$ cat config.mk
export PLATFORM = sky130hd
export DESIGN_NAME = fec_flash_erase_ctrl
export DESIGN_NICKNAME = d
export VERILOG_FILES = /design/src/rtl/fec_pkg.sv /design/src/rtl/fec_flash_erase_ctrl.sv
export SDC_FILE = /design/constraint.sdc
export NUM_CORES = 1
export LEC_CHECK = 0
export ABC_AREA = 1
export CORE_ASPECT_RATIO = 1.4
export CORE_MARGIN = 3
export CORE_UTILIZATION = 36
export DETAILED_ROUTE_END_ITERATION = 8
export DONT_BUFFER_PORTS = 1
export SYNTH_ARGS = -nofsm -noshare
export SYNTH_HDL_FRONTEND = slang
export SYNTH_SLANG_ARGS = --single-unit
$ cat constraint.sdc
create_clock -name ref_clk -period 1.6 [get_ports ref_clk]
set_input_delay 0.08 -clock ref_clk [delete_from_list [all_inputs] [get_ports ref_clk]]
set_output_delay 0.08 -clock ref_clk [all_outputs]
set_load 0.01 [all_outputs]
$ cat src/rtl/fec_pkg.sv
// package of constants and types for the flash erase controller
package fec_pkg;

    // =========================================================
    // register map (apb byte addresses)
    localparam logic [11:0] CTRL_OFS   = 12'h000;
    localparam logic [11:0] CLKCFG_OFS = 12'h004;
    localparam logic [11:0] STAT_OFS   = 12'h008;

    // ctrl fields
    localparam int ERASE_BIT     = 0;
    localparam int MASS_BIT      = 1;
    localparam int WRITE_BIT     = 2;
    localparam int BLKWR_BIT     = 3;
    // clock config fields
    localparam int DIV_LSB       = 0;
    localparam int DIV_W         = 6;
    localparam int SRC_LSB       = 6;
    localparam int SRC_W         = 2;
    // status fields
    localparam int BUSY_BIT      = 0;
    localparam int LOCK_BIT      = 1;
    localparam int FAIL_BIT      = 2;
    localparam int AVF_BIT       = 3;

    // reset values
    localparam logic [3:0]  CTRL_RST   = 4'h0;
    localparam logic [7:0]  CLKCFG_RST = 8'h00;
    localparam logic        LOCK_RST   = 1'b1;

    // =========================================================
    // flash address map
    localparam int          FA_W          = 16;
    localparam logic [15:0] INFO_SEG_SIZE = 16'h0040;  // 64-byte info segments
    localparam logic [15:0] MAIN_SEG_SIZE = 16'h0200;  // 512-byte main segments
    localparam logic [15:0] INFO_BASE     = 16'h1000;
    localparam logic [15:0] INFO_END      = 16'h10ff;  // four info segments
    localparam logic [15:0] MAIN_BASE     = 16'hc000;
    localparam logic [15:0] MAIN_END      = 16'hffff;
    localparam logic [15:0] INFOA_BASE    = 16'h1000;  // info_segment_first
    localparam logic [15:0] INFO_SEG_MASK = 16'hffc0;
    localparam logic [15:0] MAIN_SEG_MASK = 16'hfe00;

    // =========================================================
    // timing
    localparam int          CLK_MHZ       = 125;
    localparam int          FAIL_NS       = 8000;      // no source edge for this long is a failure
    localparam int          FAIL_CYC_I    = (FAIL_NS * CLK_MHZ) / 1000;
    localparam logic [10:0] FAIL_CYC      = 11'(FAIL_CYC_I);
    localparam logic [15:0] ERASE_FTG_DEF = 16'h12c0;  // erase length in timing-generator ticks

    // clock source codes
    localparam logic [1:0] SRC_AUX  = 2'h0;
    localparam logic [1:0] SRC_SUB  = 2'h1;
    localparam logic [1:0] SRC_MAIN = 2'h2;

    // erase modes
    typedef enum logic [3:0] {
        EM_NONE = 4'h1,
        EM_SEG  = 4'h2,
        EM_MASS = 4'h4,
        EM_ALL  = 4'h8
    } fec_emode_t;

    // controller states, one-hot
    typedef enum logic [1:0] {
        ST_IDLE  = 2'h1,
        ST_ERASE = 2'h2
    } fec_state_t;

    // erase command towards the array
    typedef struct packed {
        logic        main_all;   // erase every main segment
        logic        info_all;   // erase info memory (first segment included only when unlocked)
        logic        infoa;      // first info segment takes part
        logic        seg;        // erase one segment
        logic [15:0] seg_base;   // base of that segment
    } fec_erase_t;

    // core flash access
    typedef struct packed {
        logic        acc;        // any read or write to flash
        logic        wr;         // write
        logic        fetch;      // the access is issued by code running from flash
        logic [15:0] addr;
    } fec_core_t;

endpackage

$ cat src/rtl/fec_flash_erase_ctrl.sv
// flash erase controller: apb registers, timing generator, erase sequencer
// =========================================================
// Notes on behaviour
// RQ1 - info: four 64-byte segments; main: 512-byte
// RQ2 - segment smallest erase unit; bit writes allowed
// RQ3 - lock set: first info segment protected
// RQ4 - lock clear: first segment acts normally
// RQ5 - writing one toggles lock; zero no effect
// RQ6 - idle: read mode, generators off
// RQ7 - mode chosen from select bits
// RQ8 - core avoids flash during operation
// RQ9 - software keeps timing clock 257-476 kHz
// RQ10 - three sources, divided by divider field
// RQ11 - clock failure aborts, sets fail flag
// RQ12 - selected clock kept running while busy
// RQ13 - erased cells read one
// RQ14 - erase mode from mass and erase bits
// RQ15 - all-erase spares info memory when locked
// RQ16 - dummy write in range starts erase
// RQ17 - busy set right after dummy write
// RQ18 - done clears busy and erase bits
// RQ19 - erase length fixed
// RQ20 - out-of-range dummy write ignored silently
// RQ21 - flash-issued erase stalls core until done
// RQ22 - flash access during ram erase flags violation
// RQ23 - dummy write data discarded
//
// Chosen here: the APB slave port and the placing of the registers.
`timescale 1ns/100ps

module fec_flash_erase_ctrl #(
    parameter logic [15:0] ERASE_FTG_CYC = fec_pkg::ERASE_FTG_DEF
) (
    // clock and reset
    input  wire logic               ref_clk,
    input  wire logic               rstn,
    // apb slave
    input  wire logic               psel,
    input  wire logic               penable,
    input  wire logic               pwrite,
    input  wire logic [11:0]        paddr,
    input  wire logic [31:0]        pwdata,
    output logic                    pready,
    output logic [31:0]             prdata,
    output logic                    pslverr,
    // core flash bus
    input  wire fec_pkg::fec_core_t core_in,
    output logic                    core_hold,
    // timing clock sources (asynchronous pins)
    input  wire logic               aux_clock,
    input  wire logic               sub_main_clock,
    input  wire logic               main_clock,
    // low-power handshake
    input  wire logic               lpm_clk_off_req,
    output logic                    src_clk_keep,
    // array control
    output logic                    read_mode,
    output logic                    ftg_run,
    output logic                    vgen_en,
    output fec_pkg::fec_erase_t     erase_cmd
);
    import fec_pkg::*;

    // =========================================================
    // functions
    // address inside [lo, hi]
    function automatic logic in_win(input logic [15:0] a, input logic [15:0] lo, input logic [15:0] hi);
        in_win = (a >= lo) && (a <= hi);
    endfunction

    // erase mode from mass and erase bits
    function automatic fec_emode_t emode(input logic mass, input logic ers);
        case ({mass, ers})
            2'b01:   emode = EM_SEG;
            2'b10:   emode = EM_MASS;
            2'b11:   emode = EM_ALL;
            default: emode = EM_NONE;
        endcase
    endfunction

    // =========================================================
    // state
    logic [3:0]  ctrl_q;          // select bits
    logic [7:0]  clkcfg_q;        // source and divider
    logic        lock_q;          // infoa_lock
    logic        fail_q;          // clock failure flag
    logic        avf_q;           // access_violation_flag
    fec_state_t  st_q;            // sequencer state
    logic        hold_q;          // core held
    logic [15:0] ftg_cnt_q;       // timing ticks elapsed
    logic [5:0]  div_cnt_q;       // divider count
    logic [10:0] fail_cnt_q;      // cycles since last source edge
    logic [2:0]  sync1_q;         // first synchroniser stage
    logic [2:0]  sync2_q;         // second synchroniser stage
    logic [2:0]  sync3_q;         // edge detect history
    fec_erase_t  ers_q;           // latched erase command
    logic        pready_q;
    logic [31:0] prdata_q;
    logic        pslverr_q;
    logic        ftg_q;
    logic        vgen_q;
    logic        keep_q;
    logic        read_q;          // read mode, own flop for the pin

    // =========================================================
    // apb decode
    // pready_q masks the second edge, one answer per transfer
    wire         apb_acc   = psel && penable && !pready_q;
    wire         apb_done  = psel && penable && pready_q;
    wire         sel_ctrl  = (paddr == CTRL_OFS);
    wire         sel_clk   = (paddr == CLKCFG_OFS);
    wire         sel_stat  = (paddr == STAT_OFS);
    wire         mapped    = sel_ctrl || sel_clk || sel_stat;
    wire         wr_ctrl   = apb_done && pwrite && sel_ctrl;
    wire         wr_clk    = apb_done && pwrite && sel_clk;
    wire         wr_stat   = apb_done && pwrite && sel_stat;
    wire         busy      = (st_q == ST_ERASE);
    wire [31:0]  stat_rd   = {28'h0000000, avf_q, fail_q, lock_q, busy};
    wire [31:0]  rd_mux    = sel_ctrl ? {28'h0000000, ctrl_q} :
                             sel_clk  ? {24'h000000, clkcfg_q} :
                             sel_stat ? stat_rd : 32'h00000000;

    // =========================================================
    // timing generator source and divider
    wire [1:0]   src_sel   = clkcfg_q[SRC_LSB +: SRC_W];
    wire [5:0]   div_val   = clkcfg_q[DIV_LSB +: DIV_W];
    // one-cycle rising edges of the synchronised sources
    wire [2:0]   rise      = sync2_q & ~sync3_q;
    // pick one of three sources; unused code falls back to main clock
    wire         src_edge  = (src_sel == SRC_AUX) ? rise[0] :               // see RQ10
                             (src_sel == SRC_SUB) ? rise[1] : rise[2];
    // a tick each time the divider wraps on a source edge
    wire         ftg_tick  = busy && src_edge && (div_cnt_q == div_val);    // see RQ10
    // watchdog only while busy; a dead idle source is harmless
    wire         clk_fail  = busy && (fail_cnt_q == FAIL_CYC);              // see RQ11

    // =========================================================
    // erase start decode
    // the mode matters only in the dummy write cycle
    fec_emode_t  mode;
    assign mode = emode(ctrl_q[MASS_BIT], ctrl_q[ERASE_BIT]);               // see RQ7 see RQ14
    wire [15:0]  a         = core_in.addr;
    wire         in_info   = in_win(a, INFO_BASE, INFO_END);                // see RQ1
    wire         in_main   = in_win(a, MAIN_BASE, MAIN_END);
    wire         in_infoa  = in_win(a, INFOA_BASE, INFOA_BASE + INFO_SEG_SIZE - 16'h0001);
    // segment erase: any segment, the first info one only when unlocked
    wire         ok_seg    = (in_main || in_info) && !(in_infoa && lock_q); // see RQ3 see RQ4
    wire         in_range  = (mode == EM_SEG)  ? ok_seg :
                             (mode == EM_MASS) ? in_main :
                             (mode == EM_ALL)  ? (in_main || in_info) : 1'b0;
    // no start while busy: one erase at a time
    wire         dummy_wr  = !busy && core_in.acc && core_in.wr && (mode != EM_NONE);
    wire         start     = dummy_wr && in_range;                          // see RQ16
    // last tick of the fixed count ends the erase
    wire         done      = ftg_tick && (ftg_cnt_q == ERASE_FTG_CYC - 16'h0001); // see RQ19
    wire         finish    = done || clk_fail;
    // generators run from the start edge to the end edge
    wire         gen_on_d  = (st_q == ST_ERASE) ? !finish : start;
    wire [15:0]  seg_mask  = in_info ? INFO_SEG_MASK : MAIN_SEG_MASK;       // see RQ2

    // command for a new erase; the write data is never looked at
    fec_erase_t  ers_new;                                                   // see RQ23
    assign ers_new.seg      = (mode == EM_SEG);
    assign ers_new.seg_base = a & seg_mask;
    assign ers_new.main_all = (mode == EM_MASS) || (mode == EM_ALL);
    // info memory joins an all-erase only while unlocked
    assign ers_new.info_all = (mode == EM_ALL) && !lock_q;                  // see RQ15 see RQ3
    assign ers_new.infoa    = !lock_q && ((mode == EM_ALL) || ((mode == EM_SEG) && in_infoa));

    // flash access by the core while an unheld erase runs
    // a held core issues nothing, so only ram-started erases trip it
    wire         avf_set   = busy && !hold_q && core_in.acc;                // see RQ22
    wire         avf_clr   = wr_stat && pwdata[AVF_BIT];
    wire         fail_clr  = wr_stat && pwdata[FAIL_BIT];

    // =========================================================
    // synchronisers for the asynchronous clock sources
    // stage three is edge history; logic reads stages two and three only
    always_ff @(posedge ref_clk) begin
        if (!rstn) begin
            sync1_q <= 3'h0;
            sync2_q <= 3'h0;
            sync3_q <= 3'h0;
        end else begin
            sync1_q <= {main_clock, sub_main_clock, aux_clock};
            sync2_q <= sync1_q;
            sync3_q <= sync2_q;
        end
    end

    // =========================================================
    // apb slave: one wait state, answer registered
    // unmapped addresses answer pslverr and zero data
    always_ff @(posedge ref_clk) begin
        if (!rstn) begin
            pready_q  <= 1'b0;
            prdata_q  <= 32'h00000000;
            pslverr_q <= 1'b0;
        end else begin
            pready_q  <= apb_acc;
            prdata_q  <= (apb_acc && !pwrite) ? rd_mux : 32'h00000000;
            pslverr_q <= apb_acc && !mapped;
        end
    end

    // =========================================================
    // configuration registers
    // writes while busy are dropped without error
    always_ff @(posedge ref_clk) begin
        if (!rstn) begin
            ctrl_q   <= CTRL_RST;
            clkcfg_q <= CLKCFG_RST;
        end else begin
            // completion or abort clears the erase selects
            if (finish) begin
                ctrl_q[MASS_BIT]  <= 1'b0;                                  // see RQ18
                ctrl_q[ERASE_BIT] <= 1'b0;
            end else if (wr_ctrl && !busy) begin
                ctrl_q <= pwdata[3:0];
            end
            // divider and source frozen while busy
            if (wr_clk && !busy) begin
                clkcfg_q <= pwdata[7:0];
            end
        end
    end

    // =========================================================
    // status flags; a set wins over a clear in the same cycle
    // software keeps the lock still while erasing
    always_ff @(posedge ref_clk) begin
        if (!rstn) begin
            lock_q <= LOCK_RST;
            fail_q <= 1'b0;
            avf_q  <= 1'b0;
        end else begin
            // a one toggles, a zero leaves it
            if (wr_stat && pwdata[LOCK_BIT]) begin
                lock_q <= !lock_q;                                          // see RQ5
            end
            fail_q <= clk_fail || (fail_q && !fail_clr);                    // see RQ11
            avf_q  <= avf_set || (avf_q && !avf_clr);                       // see RQ22
        end
    end

    // =========================================================
    // erase sequencer
    // fetch bit of the dummy write decides the core stall
    always_ff @(posedge ref_clk) begin
        if (!rstn) begin
            st_q   <= ST_IDLE;
            hold_q <= 1'b0;
            ers_q  <= '0;
        end else begin
            case (st_q)
                // read mode; out-of-range dummy writes fall through silently
                ST_IDLE: begin
                    if (start) begin
                        st_q   <= ST_ERASE;                                 // see RQ17
                        hold_q <= core_in.fetch;                            // see RQ21
                        ers_q  <= ers_new;                                  // see RQ20
                    end
                end
                // erasing until the fixed tick count or a clock failure
                ST_ERASE: begin
                    if (finish) begin
                        st_q   <= ST_IDLE;                                  // see RQ18 see RQ11
                        hold_q <= 1'b0;                                     // see RQ21
                        ers_q  <= '0;
                    end
                end
                default: begin
                    st_q   <= ST_IDLE;
                    hold_q <= 1'b0;
                    ers_q  <= '0;
                end
            endcase
        end
    end

    // =========================================================
    // timing generator counters
    // cleared while idle, so each erase counts from zero
    always_ff @(posedge ref_clk) begin
        if (!rstn || !busy) begin
            div_cnt_q  <= 6'h00;
            ftg_cnt_q  <= 16'h0000;
            fail_cnt_q <= 11'h000;
        end else begin
            // divide selected source by divider field plus one
            if (src_edge) begin
                div_cnt_q <= (div_cnt_q == div_val) ? 6'h00 : div_cnt_q + 6'h01;
            end
            if (ftg_tick) begin
                ftg_cnt_q <= ftg_cnt_q + 16'h0001;                          // see RQ19
            end
            // watchdog on the selected source
            fail_cnt_q <= src_edge ? 11'h000 : fail_cnt_q + 11'h001;        // see RQ11
        end
    end

    // =========================================================
    // generator enables and clock keep-alive
    // read mode has its own flop so the pin is registered
    always_ff @(posedge ref_clk) begin
        if (!rstn) begin
            ftg_q  <= 1'b0;
            vgen_q <= 1'b0;
            keep_q <= 1'b1;
            read_q <= 1'b1;
        end else begin
            ftg_q  <= gen_on_d;                                             // see RQ6
            vgen_q <= gen_on_d;                                             // see RQ6
            read_q <= !gen_on_d;                                            // see RQ6
            // low power cannot stop the source from start to end
            keep_q <= !lpm_clk_off_req || start || (busy && !finish);       // see RQ12
        end
    end

    // =========================================================
    // outputs; an erase drives every cell of its range to one
    assign pready    = pready_q;
    assign prdata    = prdata_q;
    assign pslverr   = pslverr_q;
    assign core_hold = hold_q;
    assign ftg_run   = ftg_q;
    assign vgen_en   = vgen_q;
    assign read_mode = read_q;
    assign src_clk_keep = keep_q;
    assign erase_cmd = ers_q;                                               // see RQ13
endmodule

==> key figures, run 1 <==
Run status
  • Status: complete, but fails checks
  • Failing checks: hold timing

Power and ir drop
  • Static Leak: 1.99 nW
  • Comb pwr share: around 3.4%
  • NetSw: between 0.0009 and 0.001 W
  • Maximum VDD drop: between 0.0005 and 0.0006 V
  • Int Power: ~0.0034 W
  • Clock share of power: between 40% and 50%
  • Seq pwr share: around half
  • Pwr per Cell Area: 845 nW/µm²
  • Sw frac: 21.8%

Finish
  • # fillers: 1129
  • Multi-input logic area: ~2100 µm²
  • Final Cell Area: about 5200 µm²
  • Non-Filler Instances: 777
  • FF/Latch Area: 1760 µm²
  • Share of cells above drive strength 1: 21.0%
  • Nets: 705
  • Antenna Cells: 0
  • Syn-to-layout area delta: 23.7%

Die
  • Num ports: 131
  • Initial core utilization: a little under two fifths
  • Chip height: 134 µm
  • Die width: 97.5 µm
  • Placeable Area: 11400 µm²
  • Die area: ~13000 µm²
  • Core Rows: between 40 and 50

Global routing
  • Largest net degree at the start of global routing: 25
  • Remaining global-route overflow: 0
  • Number of global-route vias before repair: 3732
  • Total GRT Usage: 15.4%
  • Global-route wire length before repair: ~17000 µm
  • Initial antenna violation count: 0

Timing
  • # setup viols final: 0
  • Worst slew pin tran: approximately 500 ps
  • Slew HR: 66.5%
  • Final hold viol count: 18
  • Final worst-path cycle share: 97.8%
  • Worst hold slack: -162 ps
  • Fin Setup TNS: 0 ps
  • Setup WS post-layout: 35.6 ps
  • Worst Skew: 7.15 ps
  • RSZ-0062 raised after global routing: yes
  • Fin crit period: 1560 ps
  • F_max: 639 MHz
  • Max-slew violation count: 0

Synthesis
  • Synth Register Bits: 87
  • Synth Instances: 570
  • Avg Cell Area, Syn: 7.40 µm²
  • Number of flops mapped to enable cells by yosys: 0
  • Synth warnings: 0
  • Most common cell in the netlist: nand2_1
  • Library cells used by synthesis: 40
  • Dominant cell type by area after synthesis: dfxtp_1
  • Seq/Total Area, Yosys: a little over 40%
  • Async set-reset flop share out of synthesis: 0%
  • Area contributors post-synth: dfxtp_1, nand2_1, inv_1
  • Ys flop type: dfxtp_1
  • Synth top area share: 41.3%
  • Commonest cells post-synth: nand2_1, dfxtp_1, inv_1, nor2_1, a21oi_1
  • Post-Syn Area: 4220 µm²

Placed design
  • Dpl hpwl: between 7000 and 8000 µm
  • DP Area: approximately 4400 µm²
  • Final GP Congestion: between 0.8 and 0.9
  • Placed instance count: 727
  • PortBufs: 0
  • Setup WS pre-CTS: 17.5 ps

Setup path
  • Crit path required time: about 1800 ps
  • Setup crit start kind: flop
  • CP endpoint kind: flop
  • R2R setup slack: 40 ps
  • Crit-path max FO: 7
  • Critical Path AT: approximately 1800 ps
  • Setup CP Type: flop to flop

Clocking
  • CTS Hold Buffers Added: 28
  • CTS tree: built
  • Maximum clock path buffer count: 2
  • Clk Latency, worst-skew pair: 330 ps
  • Root Driver: clkbuf_16
  • # clock sinks: 87
  • H-tree depth: 3
  • CTS clock-pin slew for the worst setup and hold paths: 70 ps
  • Cts bufs inserted: 9

Route
  • Wire length per cell: 12.6 µm
  • ANT nets after route: 0
  • WL final: roughly 9800 µm
  • Remaining DRCs: 0
  • Routed vias: 3605
  • First-iteration detailed-routing DRC count: 130
  • Drt pass-1 iters: 4
  • Via density: 4.64

Job
  • Total of max-cap violations: 0

Min path
  • HP Class: primary input to flop
sequential cells by signal, summed over array words and instances (netlist names):
signal / cells
erase_cmd: 14
sync3_q: 3
src_clk_keep: 1
avf_q: 1
clkcfg_q: 8
sync2_q: 3
ftg_cnt_q: 16
prdata: 8
fail_q: 1
pready: 1
lock_q: 1
sync1_q: 3
core_hold: 1
pslverr: 1
st_q: 2
read_mode: 1
vgen_en: 1
ctrl_q: 4
fail_cnt_q: 11
div_cnt_q: 6
routing by layer:
metal  part of all wire, %  global-route usage, %
met1                    39                   15.7
met4                   2.3                   6.93
met3                   6.0                   5.25
met2                    53                   28.2
met5                     0                      0
layout by cell type, fill, tap and decap left out, types with 6 or more instances in the layout:
cell type / instances
nand3_1: 28
o21ai_0: 15
nor2_1: 43
inv_1: 61
buf_4: 29
dfxtp_1: 74
nor3_1: 14
clkbuf_16: 9
a21oi_1: 41
inv_2: 16
nor2_4: 7
conb_1: 30
dfxtp_2: 12
nand4_1: 7
nand2_2: 15
nor2_2: 7
dlygate4sd3_1: 27
a21oi_2: 10
xor2_1: 12
o211ai_1: 6
nand2_1: 118
worst paths after layout:
kind	startpoint	to	cells after the start
setup / recovery	ftg_cnt_q[0]$_SDFFE_PP0P_	erase_cmd[10]$_SDFFE_PN0P_	11
hold / removal	rstn	st_q[0]$_SDFFE_PN1P_	1
setup reg to reg	ftg_cnt_q[0]$_SDFFE_PP0P_	erase_cmd[10]$_SDFFE_PN0P_	11
hold reg to reg	fail_cnt_q[0]$_SDFF_PP0_	fail_cnt_q[0]$_SDFF_PP0_	1
cell type report:
cell class / count / share of cell area [%]
Multi-Input combinational cell: 393 / 41.1
Clock buffer: 9 / 4.31
Inverter: 78 / 5.66
Timing Repair Buffer: 60 / 10.4
Clock inverter: 6 / 1.37
Tap cell: 144 / 3.45
Sequential cell: 87 / 33.7
power by group through the flow:
stage,Clock (W),Sequential [W],Combinational (W)
final,0.00208,0.00218,0.000150
after global routing,0.00223,0.00218,0.000167
after CTS,0.00214,0.00218,0.000143
after detailed placement,0,0.00223,0.0000953
after global placement,0,0.00223,0.0000938
after floorplan,0,0.00223,0.000139
metrics by stage:
| stage | total power (W) | util [%] |
|---|---|---|
| 2_1_floorplan | 0.00237 | - |
| 3_3_place_gp | 0.00233 | 38.7 |
| 3_5_place_dp | 0.00233 | 38.7 |
| 4_1_cts | 0.00447 | 43.8 |
| 5_1_grt | 0.00458 | 45.8 |
| 6_report | 0.00441 | 45.8 |
critical path: stages, from the launching register on:
cell and delay, ps:
dfxtp_2 350, ha_4 150, inv_2 50, nor2_4 70, nand2_1 70, nor2_2 160
nand3_4 110, nand3_4 150, buf_12 130, nand2_8 80, nand2_4 90, a21oi_2 40
cells by family after synthesis:
kind of cell	share of synthesized area (%)
and+or+nand+nor	29.6
buffers and inverters	14.0
DFF	41.3
AOI/OAI and AO/OA	10.7
xor gates and xnor gates	3.11
adders and majority gates	1.19
other	0.0889
repair_timing:
action	4_1_cts	5_1_grt
endpoints found under the hold margin	40	18
pin swaps	0	10
gates cloned	0	1
setup buffers	0	6
endpoints found under the setup margin	2	46
resized for setup	0	55
Note: power is estimated with default switching activity, not from simulation.
==> inputs of run 2 (changes only) <==
- CORE_MARGIN: 3 -> 2
- clock period: 1.6 -> 1.3 ns (I/O delays scaled with it)
==> key figures, run 2 (synthesized netlist as in run 1, its figures left out) <==
Route
  • Via density: 4.75 (+2.3%)
  • First-iteration detailed-routing DRC count: 145 (+12%)
  • Wire length per cell: 14.0 µm (+11%)
  • Remaining DRCs: 0 (unchanged)
  • Routed vias: 4083 (+13%)
  • WL final: 12000 µm (+23%)
  • Drt pass-1 iters: 4 (unchanged)
  • ANT nets after route: 0 (unchanged)

Finish
  • Nets: 787 (+12%)
  • Share of cells above drive strength 1: 39.1% (+18 points)
  • Most frequent cells in the layout: nand2_1, buf_4, dfxtp_1, inv_1, nor2_1
  • Syn-to-layout area delta: 49.9%
  • Antenna Cells: 0 (unchanged)
  • Max reg flops: 16 (unchanged)
  • Top reg by flops: ftg_cnt_q
  • Multi-input logic area: 2500 µm² (+16%)
  • # fillers: 984 (-13%)
  • Final Cell Area: 6330 µm² (+21%)
  • FF/Latch Area: 1770 µm² (+0.71%)
  • Most common cell after layout, fill and taps aside: nand2_1

Global routing
  • Initial antenna violation count: 0 (unchanged)
  • Largest net degree at the start of global routing: 25 (unchanged)
  • Total GRT Usage: 18.4% (+3.0 points)
  • Global-route wire length before repair: 18400 µm (+11%)
  • Number of global-route vias before repair: 4104 (+10%)
  • Remaining global-route overflow: 0 (unchanged)

Die
  • Core Rows: 46 (unchanged)
  • Initial core utilization: 37.0% (unchanged)
  • Die width: 95.5 µm (-2.1%)
  • Num ports: 131 (unchanged)
  • Placeable Area: 11400 µm² (unchanged)
  • Die area: 12600 µm² (-3.5%)
  • Chip height: 132 µm (-1.5%)

Setup path
  • Worst path max stage delay: 340 ps (about the same)
  • CP Cell Sequence: inv_2, o21ai_4, nand2_4, nor2_4, nand3_4, nand3_4, nand2_8, nand2_2, a21oi_2
  • Setup crit start kind: flop
  • CP delay by family, top: simple AND/OR/NAND/NOR gates
  • Crit path required time: 1530 ps (-290 ps)
  • Slowest-stage cell, CP: dfxtp_2
  • Crit-path max FO: 8 (+1)
  • Crit-path most repeated cell: nand3_4
  • Setup CP Type: flop to flop
  • R2R setup slack: -230 ps (-270 ps)
  • CP endpoint kind: flop
  • Critical Path AT: 1760 ps (-20 ps)
  • Buffers & Inverters on Critical Path: 1 (-1)

Placed design
  • PortBufs: 0 (unchanged)
  • Final GP Congestion: 0.829 (+1.4%)
  • Dpl hpwl: 7710 µm (+9.3%)
  • DP Area: 4950 µm² (+12%)
  • Setup WS pre-CTS: -276 ps (-293 ps)

Run status
  • Status: complete, but fails checks
  • Failing checks: setup timing

Timing
  • Slew HR: 41.0% (-26 points)
  • Max-slew violation count: 0 (unchanged)
  • Setup WS post-layout: -230 ps (-266 ps)
  • # setup viols final: 50 (+50)
  • F_max: 654 MHz (+2.2%)
  • Final worst-path cycle share: 118% (+20 points)
  • Fin crit period: 1530 ps (-34.3 ps)
  • Worst slew pin tran: 882 ps (+381 ps)
  • RSZ-0062 raised after global routing: yes
  • Final hold viol count: 0 (-18)
  • Worst Skew: 4.45 ps (-2.70 ps)

Power and ir drop
  • Maximum VDD drop: 0.000761 V (+39%)
  • Pwr per Cell Area: 887 nW/µm² (+5.0%)
  • Static Leak: 2.52 nW (+27%)

Clocking
  • Maximum clock path buffer count: 2 (unchanged)
  • H-tree depth: 3 (unchanged)
  • CTS tree: built
  • Cts bufs inserted: 9 (unchanged)
  • Clk Latency, worst-skew pair: 340 ps (about the same)
  • # clock sinks: 87 (unchanged)
  • CTS clock-pin slew for the worst setup and hold paths: 60 ps (about the same)
  • Root Driver: clkbuf_16

Min path
  • HP Class: primary input to flop

Job
  • Total of max-cap violations: 0 (unchanged)
run 2: layout make-up:
type                    count  area share, %
repair buffers            141           20.0
clock inverters             6           1.09
clock buffers              10           3.78
flip-flops and latches     87           28.0
well taps                 144           2.85
multi-input cells         394           39.5
inverters                  78           4.79
run 2: layer usage:
layer  track usage, %  wire [µm]
met1             19.3       4530
met3             3.95        614
met5                0          0
met2             34.4       6490
met4             7.78        401
run 2: timing repair:
| action | in CTS | in global routing |
|---|---|---|
| pin swaps | 23 | 36 |
| buffers inserted | 9 | 10 |
| setup endpoints to repair | 60 | 68 |
| gates resized for setup | 79 | 76 |
| endpoints found under the hold margin | 45 | 17 |
| cloned | 3 | 0 |
| hold buffers | 29 | 6 |
run 2: report_power, final:
| group | switching (W) | internal, W | total (W) |
|---|---|---|---|
| combinational | 0.000148 | 0.000114 | 0.000262 |
| sequential | 0.00000847 | 0.00268 | 0.00268 |
| clock | 0.00111 | 0.00155 | 0.00266 |
run 2: through the flow:
step	std cells	hold slack (ps)	total power, W	utilization (%)	TNS, ps
5_1_grt	860	52.2	0.00578	55.5	-11790
4_1_cts	847	-201	0.00558	52.2	-5150
3_5_place_dp	790	160	0.00287	43.4	-8480
3_3_place_gp	790	155	0.00286	43.4	-6560
6_report	860	44.7	0.00561	55.5	-7650
2_1_floorplan	599	159	0.00292	-	-2250
run 2: path summary, 6_finish.rpt:
kind / startpoint / endpoint / depth (start not counted)
worst max-delay path: sync2_q[2]$_SDFF_PN0_ / erase_cmd[9]$_SDFFE_PN0P_ / 9
worst max register to register: sync2_q[2]$_SDFF_PN0_ / erase_cmd[9]$_SDFFE_PN0P_ / 9
worst min-delay path: core_in[13] / erase_cmd[6]$_SDFFE_PN0P_ / 5
worst min register to register: ctrl_q[2]$_SDFFE_PN0P_ / ctrl_q[2]$_SDFFE_PN0P_ / 2
run 2: worst reg2reg max path: stages, from the launching register on:
cell and delay, ps:
dfxtp_2 340, inv_2 50, o21ai_4 190, nand2_4 120
nor2_4 180, nand3_4 100, nand3_4 160, nand2_8 130
nand2_2 110, a21oi_2 50
==> inputs of run 3 (changes only) <==
- CORE_ASPECT_RATIO: 1.4 -> 0.8
- SETUP_SLACK_MARGIN: default -> 0.1
==> key figures, run 3 (synthesized netlist as in run 1, its figures left out) <==
Placed design
  • PortBufs: 0 (unchanged)
  • Setup WS pre-CTS: -260 ps (+16.2 ps)
  • Final GP Congestion: 0.865 (+4.3%)
  • Dpl hpwl: 7420 µm (-3.8%)

Min path
  • HP Class: primary input to flop

Timing
  • Worst hold slack: -192 ps (-237 ps)
  • Worst Skew: 5.27 ps (+0.817 ps)
  • Fin crit period: 1530 ps (-0.361 ps)
  • Final worst-path cycle share: 118% (about the same)
  • # setup viols final: 44 (-12%)
  • Max-slew violation count: 0 (unchanged)
  • F_max: 654 MHz (about the same)
  • Fin Setup TNS: -6420 ps (+1230 ps)
  • Final hold viol count: 18 (+18)
  • RSZ-0062 raised after global routing: yes
  • Setup WS post-layout: -230 ps (+0.361 ps)

Finish
  • Top reg by flops: ftg_cnt_q
  • Max reg flops: 16 (unchanged)
  • Antenna Cells: 0 (unchanged)
  • Share of cells above drive strength 1: 45.7% (+6.6 points)
  • Most frequent cells in the layout: nand2_1, buf_4, dfxtp_1, inv_1, nor2_1
  • Most common cell after layout, fill and taps aside: nand2_1
  • Nets: 799 (+1.5%)
  • # fillers: 966 (-1.8%)
  • Syn-to-layout area delta: 56.3%

Route
  • Drt pass-1 iters: 5 (+1)
  • First-iteration detailed-routing DRC count: 258 (+78%)
  • ANT nets after route: 0 (unchanged)
  • Remaining DRCs: 0 (unchanged)
  • WL final: 12700 µm (+5.6%)
  • Routed vias: 4239 (+3.8%)
  • Via density: 4.84 (+1.9%)
  • Wire length per cell: 14.5 µm (+3.6%)

Clocking
  • CTS tree: built
  • CTS Hold Buffers Added: 27 (-6.9%)
  • Root Driver: clkbuf_16
  • H-tree depth: 3 (unchanged)
  • Clk Latency, worst-skew pair: 350 ps (about the same)
  • CTS clock-pin slew for the worst setup and hold paths: 70 ps (about the same)
  • Maximum clock path buffer count: 2 (unchanged)
  • Cts bufs inserted: 9 (unchanged)
  • # clock sinks: 87 (unchanged)

Setup path
  • R2R setup slack: -230 ps (about the same)
  • Setup CP Type: flop to flop
  • CP endpoint kind: flop
  • Crit-path max FO: 4 (-4)
  • Worst path max stage delay: 350 ps (about the same)
  • Reg2reg start: clkcfg_q[2]$_SDFFE_PN0P_
  • Crit-path most repeated cell: nand2_2
  • Critical Path AT: 1800 ps (+40 ps)
  • Crit path required time: 1570 ps (+40 ps)
  • Setup crit start kind: flop
  • Slowest-stage cell, CP: dfxtp_2
  • Worst Setup SP: clkcfg_q[2]$_SDFFE_PN0P_
  • Crit path to: ftg_cnt_q[3]$_SDFFE_PP0P_
  • Worst R2R Path Depth: 11 (+2)
  • R2r endpoint: ftg_cnt_q[3]$_SDFFE_PP0P_
  • CP Cell Sequence: inv_2, nand2_2, nand2_2, nor2_4, nand2_2, nor2_8, nand2_4, nor2_4, nand2_2, or2_0, a21oi_1

Global routing
  • Remaining global-route overflow: 0 (unchanged)
  • Global-route wire length before repair: 19000 µm (+3.4%)
  • Largest net degree at the start of global routing: 25 (unchanged)
  • Number of global-route vias before repair: 4047 (-1.4%)
  • Total GRT Usage: 18.7% (+0.26 points)
  • Initial antenna violation count: 0 (unchanged)

Run status
  • Failing checks: hold timing, setup timing
  • Status: complete, but fails checks

Die
  • Initial core utilization: 36.8% (-0.25 points)
  • Core Rows: 35 (-24%)
  • Placeable Area: 11500 µm² (+0.68%)
  • Die area: 12600 µm² (about the same)
  • Die width: 125 µm (+31%)
  • Num ports: 131 (unchanged)
  • Chip height: 101 µm (-24%)

Job
  • Total of max-cap violations: 0 (unchanged)

Power and ir drop
  • Pwr per Cell Area: 859 nW/µm² (-3.1%)
  • Maximum VDD drop: 0.000628 V (-17%)
  • Static Leak: 2.63 nW (+4.3%)
==> run 3: cell types whose count changed in the layout (fill, tap and decap cells not counted), moves of 6 or more <==
cell	before	now
dlygate4sd3_1	34	27
dfxtp_1	66	59
buf_6	11	26
buf_4	90	97
dfxtp_2	19	25
==> run 3: how the worst min path moves through the flow <==
| stage | start | end | slack [ps] | depth (start not counted) |
|---|---|---|---|---|
| final | rstn | src_clk_keep$_SDFF_PN1_ | -190 | 1 |
| after global routing | rstn | src_clk_keep$_SDFF_PN1_ | -210 | 1 |
| after CTS | rstn | src_clk_keep$_SDFF_PN1_ | -200 | 1 |
| after detailed placement | rstn | src_clk_keep$_SDFF_PN1_ | 160 | 1 |
| after global placement | rstn | src_clk_keep$_SDFF_PN1_ | 160 | 1 |
| after floorplan | lpm_clk_off_req | src_clk_keep$_SDFF_PN1_ | 160 | 1 |
==> run 3: routing by layer <==
layer	track usage, %	vias to the layer above	share of wire, %
li1	-	2059	-
met1	23.0	1993	43
met2	31.6	161	49
met3	5.20	26	6.3
met4	6.84	0	1.7
met5	0	-	0
==> run 3: metrics by stage <==
step / util (%) / instance area [µm²] / hold WS (ps) / total power, W / cells
5_1_grt: 57.5 / 6600 / -209 / 0.00584 / 876
2_1_floorplan: - / 4410 / 159 / 0.00292 / 599
3_3_place_gp: 43.3 / 4970 / 157 / 0.00287 / 794
3_5_place_dp: 43.3 / 4970 / 161 / 0.00287 / 794
4_1_cts: 53.8 / 6170 / -202 / 0.00568 / 862
6_report: 57.5 / 6600 / -192 / 0.00567 / 876
==> run 3: where the power goes <==
group	switching (W)	internal, W	leakage (nW)
Clock	0.00116	0.00157	0.152
Sequential	0.00000908	0.00267	0.717
Combinational	0.000141	0.000111	1.76
Total	0.00131	0.00436	2.63
==> run 3: final cells by class <==
cell class	instances	area (µm²)	share of cell area (%)
multi-input combinational	394	2680	40.7
sequential	87	1780	27.0
timing repair buffer	152	1330	20.1
inverter	78	300	4.55
clock buffer	10	239	3.62
tap	148	185	2.81
clock inverter	6	75.1	1.14
timing repair inverter	1	5.00	0.0759
==> run 3: timing repair <==
item,in CTS,in global routing
gates resized for setup,125,88
gates cloned,4,1
endpoints found under the setup margin,70,73
buffers inserted,21,19
hold endpoints to repair,44,18
pin swaps,43,57
==> run 3: critical path, delay by kind of cell (launching register included) <==
kind,cells,cell delay (ps)
AND/OR/NAND/NOR,9,910
flip-flops,1,350
AO/OA/AOI/OAI,1,140
buffers and inverters,1,50
